===== src/design/cdrlt_pkg.sv =====
package cdrlt_pkg;
   localparam logic [7:0] ADDR_SIGNAL_LOSS_POWER = 8'h09;
   localparam logic [7:0] ADDR_EDGE_BANDWIDTH = 8'h10;
   localparam logic [7:0] ADDR_LOOP_SLEW = 8'h13;
   localparam logic [7:0] ADDR_SAMPLE_PHASE = 8'h14;
   localparam logic [7:0] ADDR_SLICE_LEVEL = 8'h15;
   localparam logic [7:0] ADDR_EQUALIZER = 8'h16;
   localparam logic [7:0] ADDR_LEVEL_DATA = 8'h36;
   localparam logic [7:0] ADDR_LEVEL_CONTROL = 8'h74;

   localparam int POWERDOWN_BIT = 3;
   localparam int EDGE_SEL_LSB = 3;
   localparam int BANDWIDTH_LSB = 0;
   localparam int SLEW_LSB = 0;
   localparam int PHASE_LSB = 0;
   localparam int EQ_MANUAL_BIT = 4;
   localparam int EQ_VALUE_LSB = 0;
   localparam int STROBE_BIT = 4;
   localparam int INDEX_LSB = 0;

   localparam logic [1:0] EDGE_RISING = 2'h1;
   localparam logic [1:0] EDGE_FALLING = 2'h2;
   localparam logic [1:0] SLEW_REDUCED = 2'h0;
   localparam logic [2:0] INDEX_THRESHOLD = 3'h1;
   localparam logic [2:0] INDEX_AMPLITUDE = 3'h7;

   localparam logic [7:0] RESET_SIGNAL_LOSS_POWER = 8'h00;
   localparam logic [7:0] RESET_EDGE_BANDWIDTH = 8'h04;
   localparam logic [7:0] RESET_LOOP_SLEW = 8'h02;
   localparam logic [7:0] RESET_SAMPLE_PHASE = 8'h00;
   localparam logic [7:0] RESET_SLICE_LEVEL = 8'h00;
   localparam logic [7:0] RESET_EQUALIZER = 8'h00;
   localparam logic [7:0] RESET_LEVEL_DATA = 8'h00;
   localparam logic [7:0] RESET_LEVEL_CONTROL = 8'h00;
   localparam logic [7:0] RESET_THRESHOLD = 8'h10;

   localparam logic [7:0] THRESHOLD_MAX_MV = 8'h80;
   localparam logic [7:0] THRESHOLD_COARSE_MV = 8'h40;
endpackage : cdrlt_pkg


===== src/design/cdrlt_tuning.sv =====
// What this block does
// - Edge field 1 rising only, 2 falling only
// - Slew bits 1:0 of 0x13, reset 2
// - Slew 0 selects reduced-slew behaviour
// - Phase bits 3:0 of 0x14, high rate only
// - Phase is signed offset, 1/32 UI steps
// - Bandwidth bits 2:0 of 0x10, reset 4
// - Bandwidth scales as field over four
// - Lost below threshold, clears at twice threshold
// - Measurement uses absolute level, ignores slice offset
// - Monitor on after reset; bit 3 powers down
// - Threshold 0-128 mV, bit 0 dropped above 63
// - Threshold committed by index 1 strobe toggle
// - Strobe fall at index 7, after a rise at index 7, loads amplitude
// - Data changes only on index 7 toggle or a write to 0x36
// - Adaptive equalizer default, manual via 0x16
`timescale 1ns/10ps
`default_nettype none
module cdrlt_tuning (
   input wire logic clock,
   input wire logic reset,
   input wire logic reg_write,
   input wire logic reg_read,
   input wire logic [7:0] reg_addr,
   input wire logic [7:0] reg_write_data,
   output logic [7:0] reg_read_data,
   input wire logic [7:0] input_level_mv,
   input wire logic rate_high,
   input wire logic [3:0] eq_adaptive_setting,
   output logic input_signal_lost,
   output logic signal_monitor_powerdown,
   output logic align_rising_only,
   output logic align_falling_only,
   output logic [1:0] dll_slew,
   output logic reduced_slew,
   output logic [2:0] slew_track_quarter_ui,
   output logic signed [3:0] sample_phase_offset,
   output logic [2:0] transfer_bandwidth_sel,
   output logic [6:0] slice_level,
   output logic eq_manual,
   output logic [3:0] eq_setting,
   output logic [7:0] signal_loss_threshold
);
   typedef struct packed {
      logic [7:0] power_cfg;
      logic [7:0] edge_bw;
      logic [7:0] slew;
      logic [7:0] phase;
      logic [7:0] slice;
      logic [7:0] eq;
      logic [7:0] level_data;
      logic [7:0] level_ctrl;
      logic [7:0] threshold;
      logic lost;
      logic armed;
      logic [7:0] read_data;
   } cdrlt_state_s;

   cdrlt_state_s state;
   cdrlt_state_s next_state;

   // Coarse range loses its lowest bit; values above full scale clamp
   function automatic logic [7:0] cdrlt_quantize(input logic [7:0] mv);
      logic [7:0] q;
      q = (mv > cdrlt_pkg::THRESHOLD_MAX_MV) ? cdrlt_pkg::THRESHOLD_MAX_MV : mv;
      if (q >= cdrlt_pkg::THRESHOLD_COARSE_MV) begin
         q[0] = 1'b0;
      end
      return q;
   endfunction : cdrlt_quantize

   logic write_ctrl;
   logic strobe_now;
   logic strobe_next;
   logic [2:0] index_next;
   logic strobe_rise;
   logic strobe_fall;
   logic [8:0] double_threshold;

   assign write_ctrl = reg_write && (reg_addr == cdrlt_pkg::ADDR_LEVEL_CONTROL);
   assign strobe_now = state.level_ctrl[cdrlt_pkg::STROBE_BIT];
   assign strobe_next = reg_write_data[cdrlt_pkg::STROBE_BIT];
   assign index_next = reg_write_data[cdrlt_pkg::INDEX_LSB +: 3];
   assign strobe_rise = write_ctrl && !strobe_now && strobe_next;
   assign strobe_fall = write_ctrl && strobe_now && !strobe_next;
   assign double_threshold = {state.threshold, 1'b0};

   always_comb begin
      next_state = state;
      if (reg_write) begin
         unique case (reg_addr)
            cdrlt_pkg::ADDR_SIGNAL_LOSS_POWER: next_state.power_cfg = reg_write_data;
            cdrlt_pkg::ADDR_EDGE_BANDWIDTH: next_state.edge_bw = reg_write_data;
            cdrlt_pkg::ADDR_LOOP_SLEW: next_state.slew = reg_write_data;
            cdrlt_pkg::ADDR_SAMPLE_PHASE: next_state.phase = reg_write_data;
            cdrlt_pkg::ADDR_SLICE_LEVEL: next_state.slice = reg_write_data;
            cdrlt_pkg::ADDR_EQUALIZER: next_state.eq = reg_write_data;
            cdrlt_pkg::ADDR_LEVEL_DATA: next_state.level_data = reg_write_data;
            cdrlt_pkg::ADDR_LEVEL_CONTROL: next_state.level_ctrl = reg_write_data;
            default: ;
         endcase
      end
      // Commit taken on the falling edge of the strobe, the last step of the sequence
      if (strobe_fall && index_next == cdrlt_pkg::INDEX_THRESHOLD) begin
         next_state.threshold = cdrlt_quantize(state.level_data);
      end
      // Amplitude load needs a full low-high-low toggle at index 7
      if (strobe_rise) begin
         next_state.armed = (index_next == cdrlt_pkg::INDEX_AMPLITUDE);
      end else if (write_ctrl && index_next != cdrlt_pkg::INDEX_AMPLITUDE) begin
         next_state.armed = 1'b0;
      end
      if (strobe_fall && state.armed && index_next == cdrlt_pkg::INDEX_AMPLITUDE) begin
         next_state.level_data = input_level_mv;
         next_state.armed = 1'b0;
      end
      // Hysteresis: assert below threshold, release at twice it or on power-down
      if (state.power_cfg[cdrlt_pkg::POWERDOWN_BIT]) begin
         next_state.lost = 1'b0;
      end else if ({1'b0, input_level_mv} >= double_threshold) begin
         next_state.lost = 1'b0;
      end else if (input_level_mv < state.threshold) begin
         next_state.lost = 1'b1;
      end
      next_state.read_data = 8'h00;
      if (reg_read) begin
         unique case (reg_addr)
            cdrlt_pkg::ADDR_SIGNAL_LOSS_POWER: next_state.read_data = state.power_cfg;
            cdrlt_pkg::ADDR_EDGE_BANDWIDTH: next_state.read_data = state.edge_bw;
            cdrlt_pkg::ADDR_LOOP_SLEW: next_state.read_data = state.slew;
            cdrlt_pkg::ADDR_SAMPLE_PHASE: next_state.read_data = state.phase;
            cdrlt_pkg::ADDR_SLICE_LEVEL: next_state.read_data = state.slice;
            cdrlt_pkg::ADDR_EQUALIZER: next_state.read_data = state.eq;
            cdrlt_pkg::ADDR_LEVEL_DATA: next_state.read_data = state.level_data;
            cdrlt_pkg::ADDR_LEVEL_CONTROL: next_state.read_data = state.level_ctrl;
            default: next_state.read_data = 8'h00;
         endcase
      end
   end

   always_ff @(posedge clock) begin
      if (reset) begin
         state.power_cfg <= cdrlt_pkg::RESET_SIGNAL_LOSS_POWER;
         state.edge_bw <= cdrlt_pkg::RESET_EDGE_BANDWIDTH;
         state.slew <= cdrlt_pkg::RESET_LOOP_SLEW;
         state.phase <= cdrlt_pkg::RESET_SAMPLE_PHASE;
         state.slice <= cdrlt_pkg::RESET_SLICE_LEVEL;
         state.eq <= cdrlt_pkg::RESET_EQUALIZER;
         state.level_data <= cdrlt_pkg::RESET_LEVEL_DATA;
         state.level_ctrl <= cdrlt_pkg::RESET_LEVEL_CONTROL;
         state.threshold <= cdrlt_pkg::RESET_THRESHOLD;
         state.lost <= 1'b0;
         state.armed <= 1'b0;
         state.read_data <= 8'h00;
      end else begin
         state <= next_state;
      end
   end

   logic [1:0] edge_sel;
   assign edge_sel = state.edge_bw[cdrlt_pkg::EDGE_SEL_LSB +: 2];
   assign align_rising_only = (edge_sel == cdrlt_pkg::EDGE_RISING);
   assign align_falling_only = (edge_sel == cdrlt_pkg::EDGE_FALLING);
   assign dll_slew = state.slew[cdrlt_pkg::SLEW_LSB +: 2];
   assign reduced_slew = (dll_slew == cdrlt_pkg::SLEW_REDUCED);
   // Tracking amplitude in quarter UI: one plus the slew code
   assign slew_track_quarter_ui = {1'b0, dll_slew} + 3'h1;
   // Below the rate limit the sampler stays at its own default point
   assign sample_phase_offset = rate_high ? signed'(state.phase[cdrlt_pkg::PHASE_LSB +: 4]) : 4'sh0;
   // Loop gain is this code over four; zero opens the loop and is left to the host
   assign transfer_bandwidth_sel = state.edge_bw[cdrlt_pkg::BANDWIDTH_LSB +: 3];
   assign slice_level = state.slice[6:0];
   assign eq_manual = state.eq[cdrlt_pkg::EQ_MANUAL_BIT];
   assign eq_setting = eq_manual ? state.eq[cdrlt_pkg::EQ_VALUE_LSB +: 4] : eq_adaptive_setting;
   assign signal_monitor_powerdown = state.power_cfg[cdrlt_pkg::POWERDOWN_BIT];
   assign input_signal_lost = state.lost;
   assign signal_loss_threshold = state.threshold;
   assign reg_read_data = state.read_data;
endmodule : cdrlt_tuning
`default_nettype wire


===== config.mk =====
export PLATFORM = sky130hd
export DESIGN_NAME = cdrlt_tuning
export DESIGN_NICKNAME = d
export VERILOG_FILES = /design/src/design/cdrlt_pkg.sv /design/src/design/cdrlt_tuning.sv
export SDC_FILE = /design/constraint.sdc
export NUM_CORES = 1
export LEC_CHECK = 0
export ABC_AREA = 1
export BUFFER_PORTS_ARGS = -buffer_cell sky130_fd_sc_hd__buf_4
export CORE_ASPECT_RATIO = 0.7
export CORE_MARGIN = 3
export CORE_UTILIZATION = 31
export DETAILED_ROUTE_END_ITERATION = 12
export HOLD_SLACK_MARGIN = 0.05
export REMOVE_ABC_BUFFERS = 1
export SYNTH_ARGS = -nofsm -noshare
export SYNTH_HDL_FRONTEND = slang
export SYNTH_SLANG_ARGS = --single-unit

===== constraint.sdc =====
create_clock -name clock -period 1.45 [get_ports clock]
set_input_delay 0.145 -clock clock [delete_from_list [all_inputs] [get_ports clock]]
set_output_delay 0.145 -clock clock [all_outputs]
set_load 0.05 [all_outputs]

==> reports/qor.csv, run 1 <==
stage,metric,value,unit
synth,syn-cell-area,0.00457,mm2
clocking,htreeDepth,3,
timing,min_period,1.37,ns
timing,fmax,0.732,GHz
critical_path,cp_slowest_stage_delay,0.34,ns
clocking,cts_root_buffer,clkbuf_16,
synth,ys_seq_area_share,35.9,%
placement,port-buffer-count,77,
timing,post-route-period-util,94.2,%
synth,synth_ff_type,dfxtp_1,
critical_path,worstReg2RegEnd,state[30]$_SDFFE_PP0P_,
run_status,status,"finished, final reports clean",
route,wirelength,14.5,mm
placement,dp_hpwl,11.3,mm
critical_path,cp_top_family,flip-flops,
timing,finalSetupViolCount,0,
global_routing,overflow,0,
die,die_h,108,um
synth,synthCells,650,
critical_path,critPathArrivalTime,1.22,ns
critical_path,cp_cell_sequence,"inv_1, ha_1, buf_6",
route,drtPass1Iterations,5,
clocking,cts_max_path_buffers,2,
synth,yosysWarnings,0,
cells_and_area,nFillCells,1522,
placement,gp_congestion,0.866,
cells_and_area,drive_gt1_share,24.7,%
die,initial_core_util,32.3,%
die,die_area,0.0163,mm2
synth,synth-edff-count,0,
route,drt_iter0_markers,413,
die,ios,78,
cells_and_area,area_growth,25.8,%
timing,slew_headroom,69.4,%
clocking,clk-insertion-delay-late,0.34,ns
critical_path,crit_buf_inv,2,
critical_path,start_kind,register,
synth,yosys_register_bits,82,
synth,synth_cell_types,40,
clocking,path_clk_slew,0.07,ns
critical_path,crit_path_end,slew_track_quarter_ui[1],
critical_path,cp.depth,3,
pwr,p_total,4.92,mW
die,num_rows,36,
pwr,ir_drop,0.556,mV
clocking,clkSinkCount,82,
critical_path,r2r_cells,8,
route,drt-wirelength-per-cell,15.6,um
clocking,cts_buffers,9,
run,drv_cap,0,
pwr,power_density,855,mW/mm2
global_routing,grt_pass1_wl,23.2,mm
critical_path,endpoint_kind,output pin,
critical_path,r2r_start,state[22]$_SDFFE_PP0N_,
timing,worstMarginPinSlew,0.459,ns
pwr,p_comb_share,8.9,%
die,core-area,0.0141,mm2
timing,skew,0.00630,ns
critical_path,critPathKind,register to output pin,
timing,hold_viol_final,0,
global_routing,grt_usage,18.5,%
global_routing,antenna_found_initial,0,
pwr,sw_frac_of_total,26.7,%
pwr,power.internal,3.60,mW
die,fp.dieW,151,um
cells_and_area,fin_nets,786,
clocking,hold_buffers,0,
critical_path,crit_slowest_cell,dfxtp_2,
clocking,cts_setup_buffers,0,
timing,rsz0062_at_grt,no,
pwr,clock_power_share,45.1,%
timing,slew_viol_final,0,
pwr,leakagePower,2.54,nW
synth,synth_area_per_cell,7.03,um2
global_routing,grt_max_degree,34,
critical_path,cp_max_fo,3,
critical_path,crit_required,1.31,ns
cells_and_area,diodes,0,
hold_path,min_path_type,primary input to register,
route,vias,4449,
critical_path,crit_start,dll_slew[1]$_SDFFE_PP1P_,
cells_and_area,final_util,40.6,%
synth,synthArstFlopShare,0,%
global_routing,grt_pass1_vias,4194,
route,viasPerCell,4.77,
route,ant_nets,0,
critical_path,regToRegSetupSlack,0.14,ns
clocking,cts_tree,yes,
pwr,p_sw,1.31,mW
route,drc,0,
pwr,pwr-share-seq,45.9,%
## Yosys cell counts (all sizes together) (8+ instances only)
cell	count	area share [%]
nand4	8	1.2
clkbuf	8	0.74
ha	16	4.4
a21oi	63	7.0
buf	40	6.4
o21ai	73	8.0
dfxtp	82	36
inv	94	7.7
nor2	73	7.8
nand3	45	5.6
nand2	118	10
a211oi	10	2.1
## flip-flops by register name, summed over array words and instances, names as in the netlist, 2 cells and up
register,cells
edge_sel,2
state,49
reg_read_data,8
signal_loss_threshold,8
dll_slew,2
transfer_bandwidth_sel,3
slice_level,7
## through the flow
| step | area, um2 | setup slack, ns | instances | hold WS [ns] | setup TNS (ns) |
|---|---|---|---|---|---|
| CTS | 5730 | 0.00861 | 932 | 0.123 | 0 |
| detailed placement | 5450 | -0.0600 | 916 | 0.442 | -0.549 |
| floorplan | 4240 | -0.676 | 602 | 0.214 | -3.51 |
| global placement | 5450 | -0.0486 | 916 | 0.442 | -0.404 |
| finish | 5750 | 0.0836 | 932 | 0.136 | 0 |
| global route | 5750 | 0.0127 | 932 | 0.142 | 0 |
## layer usage
layer | GRT usage, % | wire length (um)
met5 | 0 | 0
met4 | 4.33 | 179
met3 | 4.84 | 1320
met2 | 23.9 | 5360
met1 | 29.7 | 7690
## cell type report
class	instances	area, um2	area share [%]
Multi-Input combinational cell	424	2240	39.1
Clock buffer	9	225	3.92
Sequential cell	82	1650	28.7
Timing Repair Buffer	124	972	16.9
Tap cell	190	238	4.14
Clock inverter	7	57.6	1.00
Inverter	96	362	6.29
## worst min-delay path by stage
stage / from / endpoint / slack, ns / cells past startpoint
floorplan: reset / signal_loss_threshold[5]$_SDFFE_PP0P_ / 0.21 / 1
global placement: state[49]$_SDFFE_PP0P_ / state[49]$_SDFFE_PP0P_ / 0.44 / 2
detailed placement: state[74]$_SDFFE_PP0P_ / state[74]$_SDFFE_PP0P_ / 0.44 / 2
CTS: reg_write_data[6] / state[24]$_SDFFE_PP0N_ / 0.12 / 3
global route: reg_write_data[6] / state[24]$_SDFFE_PP0N_ / 0.14 / 3
finish: reg_write_data[6] / state[24]$_SDFFE_PP0N_ / 0.14 / 3
## timing repair
action | CTS | global route
endpoints found under the setup margin | 1 | 13
hold endpoints to repair | 0 | 0
resized for setup | 1 | 9
## layout by cell type (no fill, tap or decap), drive strengths merged
master / instances
a211oi: 10
a21oi: 63
nand4: 8
and3: 2
nand3: 45
o22ai: 5
clkinvlp: 2
nor3: 5
nor2: 73
dfxtp: 82
o211ai: 2
o21a: 1
o21ai: 73
nand2: 118
a22oi: 1
a21o: 1
buf: 124
ha: 16
nand3b: 1
clkbuf: 9
inv: 98
clkinv: 3
## worst reg2reg max path, cell delays in order (launching register included)
cell     delay (ns)
dfxtp_1        0.40
inv_1          0.10
nor2_2         0.12
inv_1          0.11
nor2_8         0.18
nand3_1        0.14
nand2_1        0.08
nor2_1         0.04
nor2_1         0.07
## kinds of logic after synthesis
kind of cell	after synthesis	share of synthesized area [%]
flops	82	35.9
buf+inv	144	15.1
simple gates	252	26.0
compound gates	156	18.6
fa+ha+maj	16	4.38
## power by group through the flow
stage	clock (mW)	combinational (mW)	sequential [mW]
finish	2.22	0.439	2.26
global route	2.35	0.476	2.26
CTS	2.26	0.433	2.26
detailed placement	0	0.431	2.31
global placement	0	0.431	2.31
floorplan	0	0.173	2.32
No activity file was read; power rests on OpenSTA's default activity.
==> run 2: changes to the inputs <==
Settings changed: PLACE_DENSITY_LB_ADDON set to 0.3.
==> run 2 against run 1 <==
Setup slack worse by 0.0018 ns. Sequential share of layout area fell by 0.35 points. Worst hold slack worse by 0.0034 ns. Cell area grew 1.2%. Cell count rose by 0.11%. Core utilization increased by 0.50 points. Fmax decreased by 0.13%. Sequential power about the same. Non-clock buffer count up 2. Critical endpoint unchanged. Largest power group is now clock.
==> reports/qor.csv, run 2 (same netlist as run 1, synthesis figures left out) <==
stage,metric,value,unit,change
run_status,status,"finished, final reports clean",,
timing,slew_headroom,70.6,%,+1.2 points
global_routing,grt_max_degree,34,,unchanged
route,drc,0,,unchanged
clocking,cts_root_buffer,clkbuf_16,,
die,num_rows,36,,unchanged
die,die_h,108,um,unchanged
run,drv_cap,0,,unchanged
die,die_area,0.0163,mm2,unchanged
timing,min_period,1.37,ns,+0.00184 ns
critical_path,worstReg2RegEnd,input_signal_lost$_SDFFE_PP0N_,,
timing,slew_viol_final,0,,unchanged
clocking,path_clk_slew,0.06,ns,about the same
clocking,clkSinkCount,82,,unchanged
placement,dp_hpwl,11.1,mm,-1.5%
pwr,leakagePower,2.57,nW,+1.3%
cells_and_area,final_common_cell,buf_4,,
pwr,power_density,898,mW/mm2,+5.0%
route,drt_iter0_markers,315,,-24%
hold_path,min_path_type,primary input to register,,
critical_path,endpoint_kind,output pin,,
die,ios,78,,unchanged
cells_and_area,top_register,state,,
cells_and_area,diodes,0,,unchanged
clocking,cts_tree,yes,,
critical_path,r2r_start,signal_loss_threshold[6]$_SDFFE_PP0P_,,
critical_path,critPathKind,register to output pin,,
cells_and_area,drive_gt1_share,24.9,%,+0.24 points
critical_path,crit_required,1.31,ns,about the same
global_routing,grt_pass1_wl,22.8,mm,-1.8%
route,wirelength,14.3,mm,-1.5%
global_routing,overflow,0,,unchanged
hold_path,min-delay-start,reg_write_data[4],,
clocking,htreeDepth,3,,unchanged
critical_path,cp_max_fo,4,,+1
critical_path,critPathArrivalTime,1.22,ns,about the same
timing,finalSetupViolCount,0,,unchanged
cells_and_area,fin_nets,788,,+0.25%
global_routing,antenna_found_initial,0,,unchanged
die,fp.dieW,151,um,unchanged
route,drtPass1Iterations,5,,unchanged
placement,port-buffer-count,77,,unchanged
route,vias,4385,,-1.4%
route,ant_nets,0,,unchanged
global_routing,grt_usage,18.3,%,-0.28 points
route,viasPerCell,4.70,,-1.5%
cells_and_area,area_growth,27.3,%,
critical_path,r2r_cells,8,,unchanged
hold_path,hold_end,eq_manual$_SDFFE_PP0P_,,
clocking,cts_buffers,9,,unchanged
placement,dp_slack,-0.0363,ns,+0.0237 ns
timing,hold_viol_final,0,,unchanged
critical_path,regToRegSetupSlack,0.12,ns,-0.02 ns
cells_and_area,nFillCells,1500,,-1.4%
critical_path,start_kind,register,,
placement,placed_cells,918,,+0.22%
pwr,ir_drop,0.526,mV,-5.4%
timing,post-route-period-util,94.4,%,+0.13 points
timing,finalWorstSetupSlack,0.0818,ns,-0.00184 ns
clocking,cts_max_path_buffers,2,,unchanged
cells_and_area,largest_register_ffs,49,,unchanged
timing,skew,0.00678,ns,+0.000482 ns
hold_path,min_path_cells,3,,unchanged
global_routing,grt_pass1_vias,4136,,-1.4%
timing,worstMarginPinSlew,0.440,ns,-0.0184 ns
die,core-area,0.0141,mm2,unchanged
die,initial_core_util,32.3,%,unchanged
route,drt-wirelength-per-cell,15.4,um,-1.6%
timing,rsz0062_at_grt,no,,
cells_and_area,fin_cells,933,,+0.11%
placement,gp_congestion,0.904,,+4.4%
cells_and_area,layout_common_cells,"123 x buf_4, 113 x nand2_1, 87 x inv_1, 78 x dfxtp_1",,
timing,fmax,0.731,GHz,-0.13%
clocking,cts_setup_buffers,0,,unchanged
clocking,clk-insertion-delay-late,0.34,ns,about the same
run 2: worst max-delay path by stage:
| stage | start | end | slack, ns | cells past startpoint |
|---|---|---|---|---|
| floorplan | eq_manual$_SDFFE_PP0P_ | eq_setting[0] | -0.68 | 2 |
| global placement | reg_addr[3] | state[32]$_SDFFE_PP0P_ | -0.03 | 10 |
| detailed placement | reg_addr[7] | slice_level[0]$_SDFFE_PP0P_ | -0.04 | 8 |
| CTS | dll_slew[0]$_SDFFE_PP0P_ | slew_track_quarter_ui[1] | 0.004 | 3 |
| global route | signal_loss_threshold[5]$_SDFFE_PP0P_ | input_signal_lost$_SDFFE_PP0N_ | 0.01 | 6 |
| finish | dll_slew[0]$_SDFFE_PP0P_ | slew_track_quarter_ui[1] | 0.08 | 3 |
run 2: metal layers:
metal | GRT usage [%] | part of all wire (%) | vias to the layer above | wire [um]
met5 | 0 | 0 | - | 0
met4 | 3.82 | 0.91 | 0 | 130
met3 | 4.97 | 7.7 | 12 | 1100
met2 | 24.1 | 37 | 155 | 5360
met1 | 28.9 | 54 | 1957 | 7740
li1 | - | - | 2261 | -
run 2: worst max-delay path: stages, from the launching register on:
cell and delay (ns):
dfxtp_2 0.34, inv_1 0.08, ha_1 0.31, buf_6 0.16
run 2: power by group:
part           switching (mW)  internal (mW)  total, mW
Combinational           0.286          0.171      0.456
Sequential            0.00278           2.26       2.26
Clock                   0.912           1.60       2.51
Total                    1.20           4.02       5.22
run 2: through the flow:
stage	power [mW]	area, um2	TNS, ns	util (%)	hold WS, ns
finish	5.22	5820	0	41.1	0.132
global route	5.40	5820	0	41.1	0.137
detailed placement	2.75	5450	-0.254	38.5	0.441
floorplan	2.49	4240	-3.51	-	0.214
global placement	2.75	5450	-0.0927	38.5	0.437
CTS	5.25	5770	0	40.8	0.115
run 2: area by class of cell:
type / instances / area (um2) / share of cell area (%)
Timing Repair Buffer: 126 / 975 / 16.8
Clock buffer: 13 / 260 / 4.48
Clock inverter: 2 / 60.1 / 1.03
Multi-Input combinational cell: 424 / 2270 / 39.1
Tap cell: 190 / 238 / 4.09
Sequential cell: 82 / 1650 / 28.3
Inverter: 96 / 362 / 6.22
run 2: repair_timing:
action,CTS,global route
hold buffers,0,0
resized for setup,0,15
setup endpoints to repair,0,7
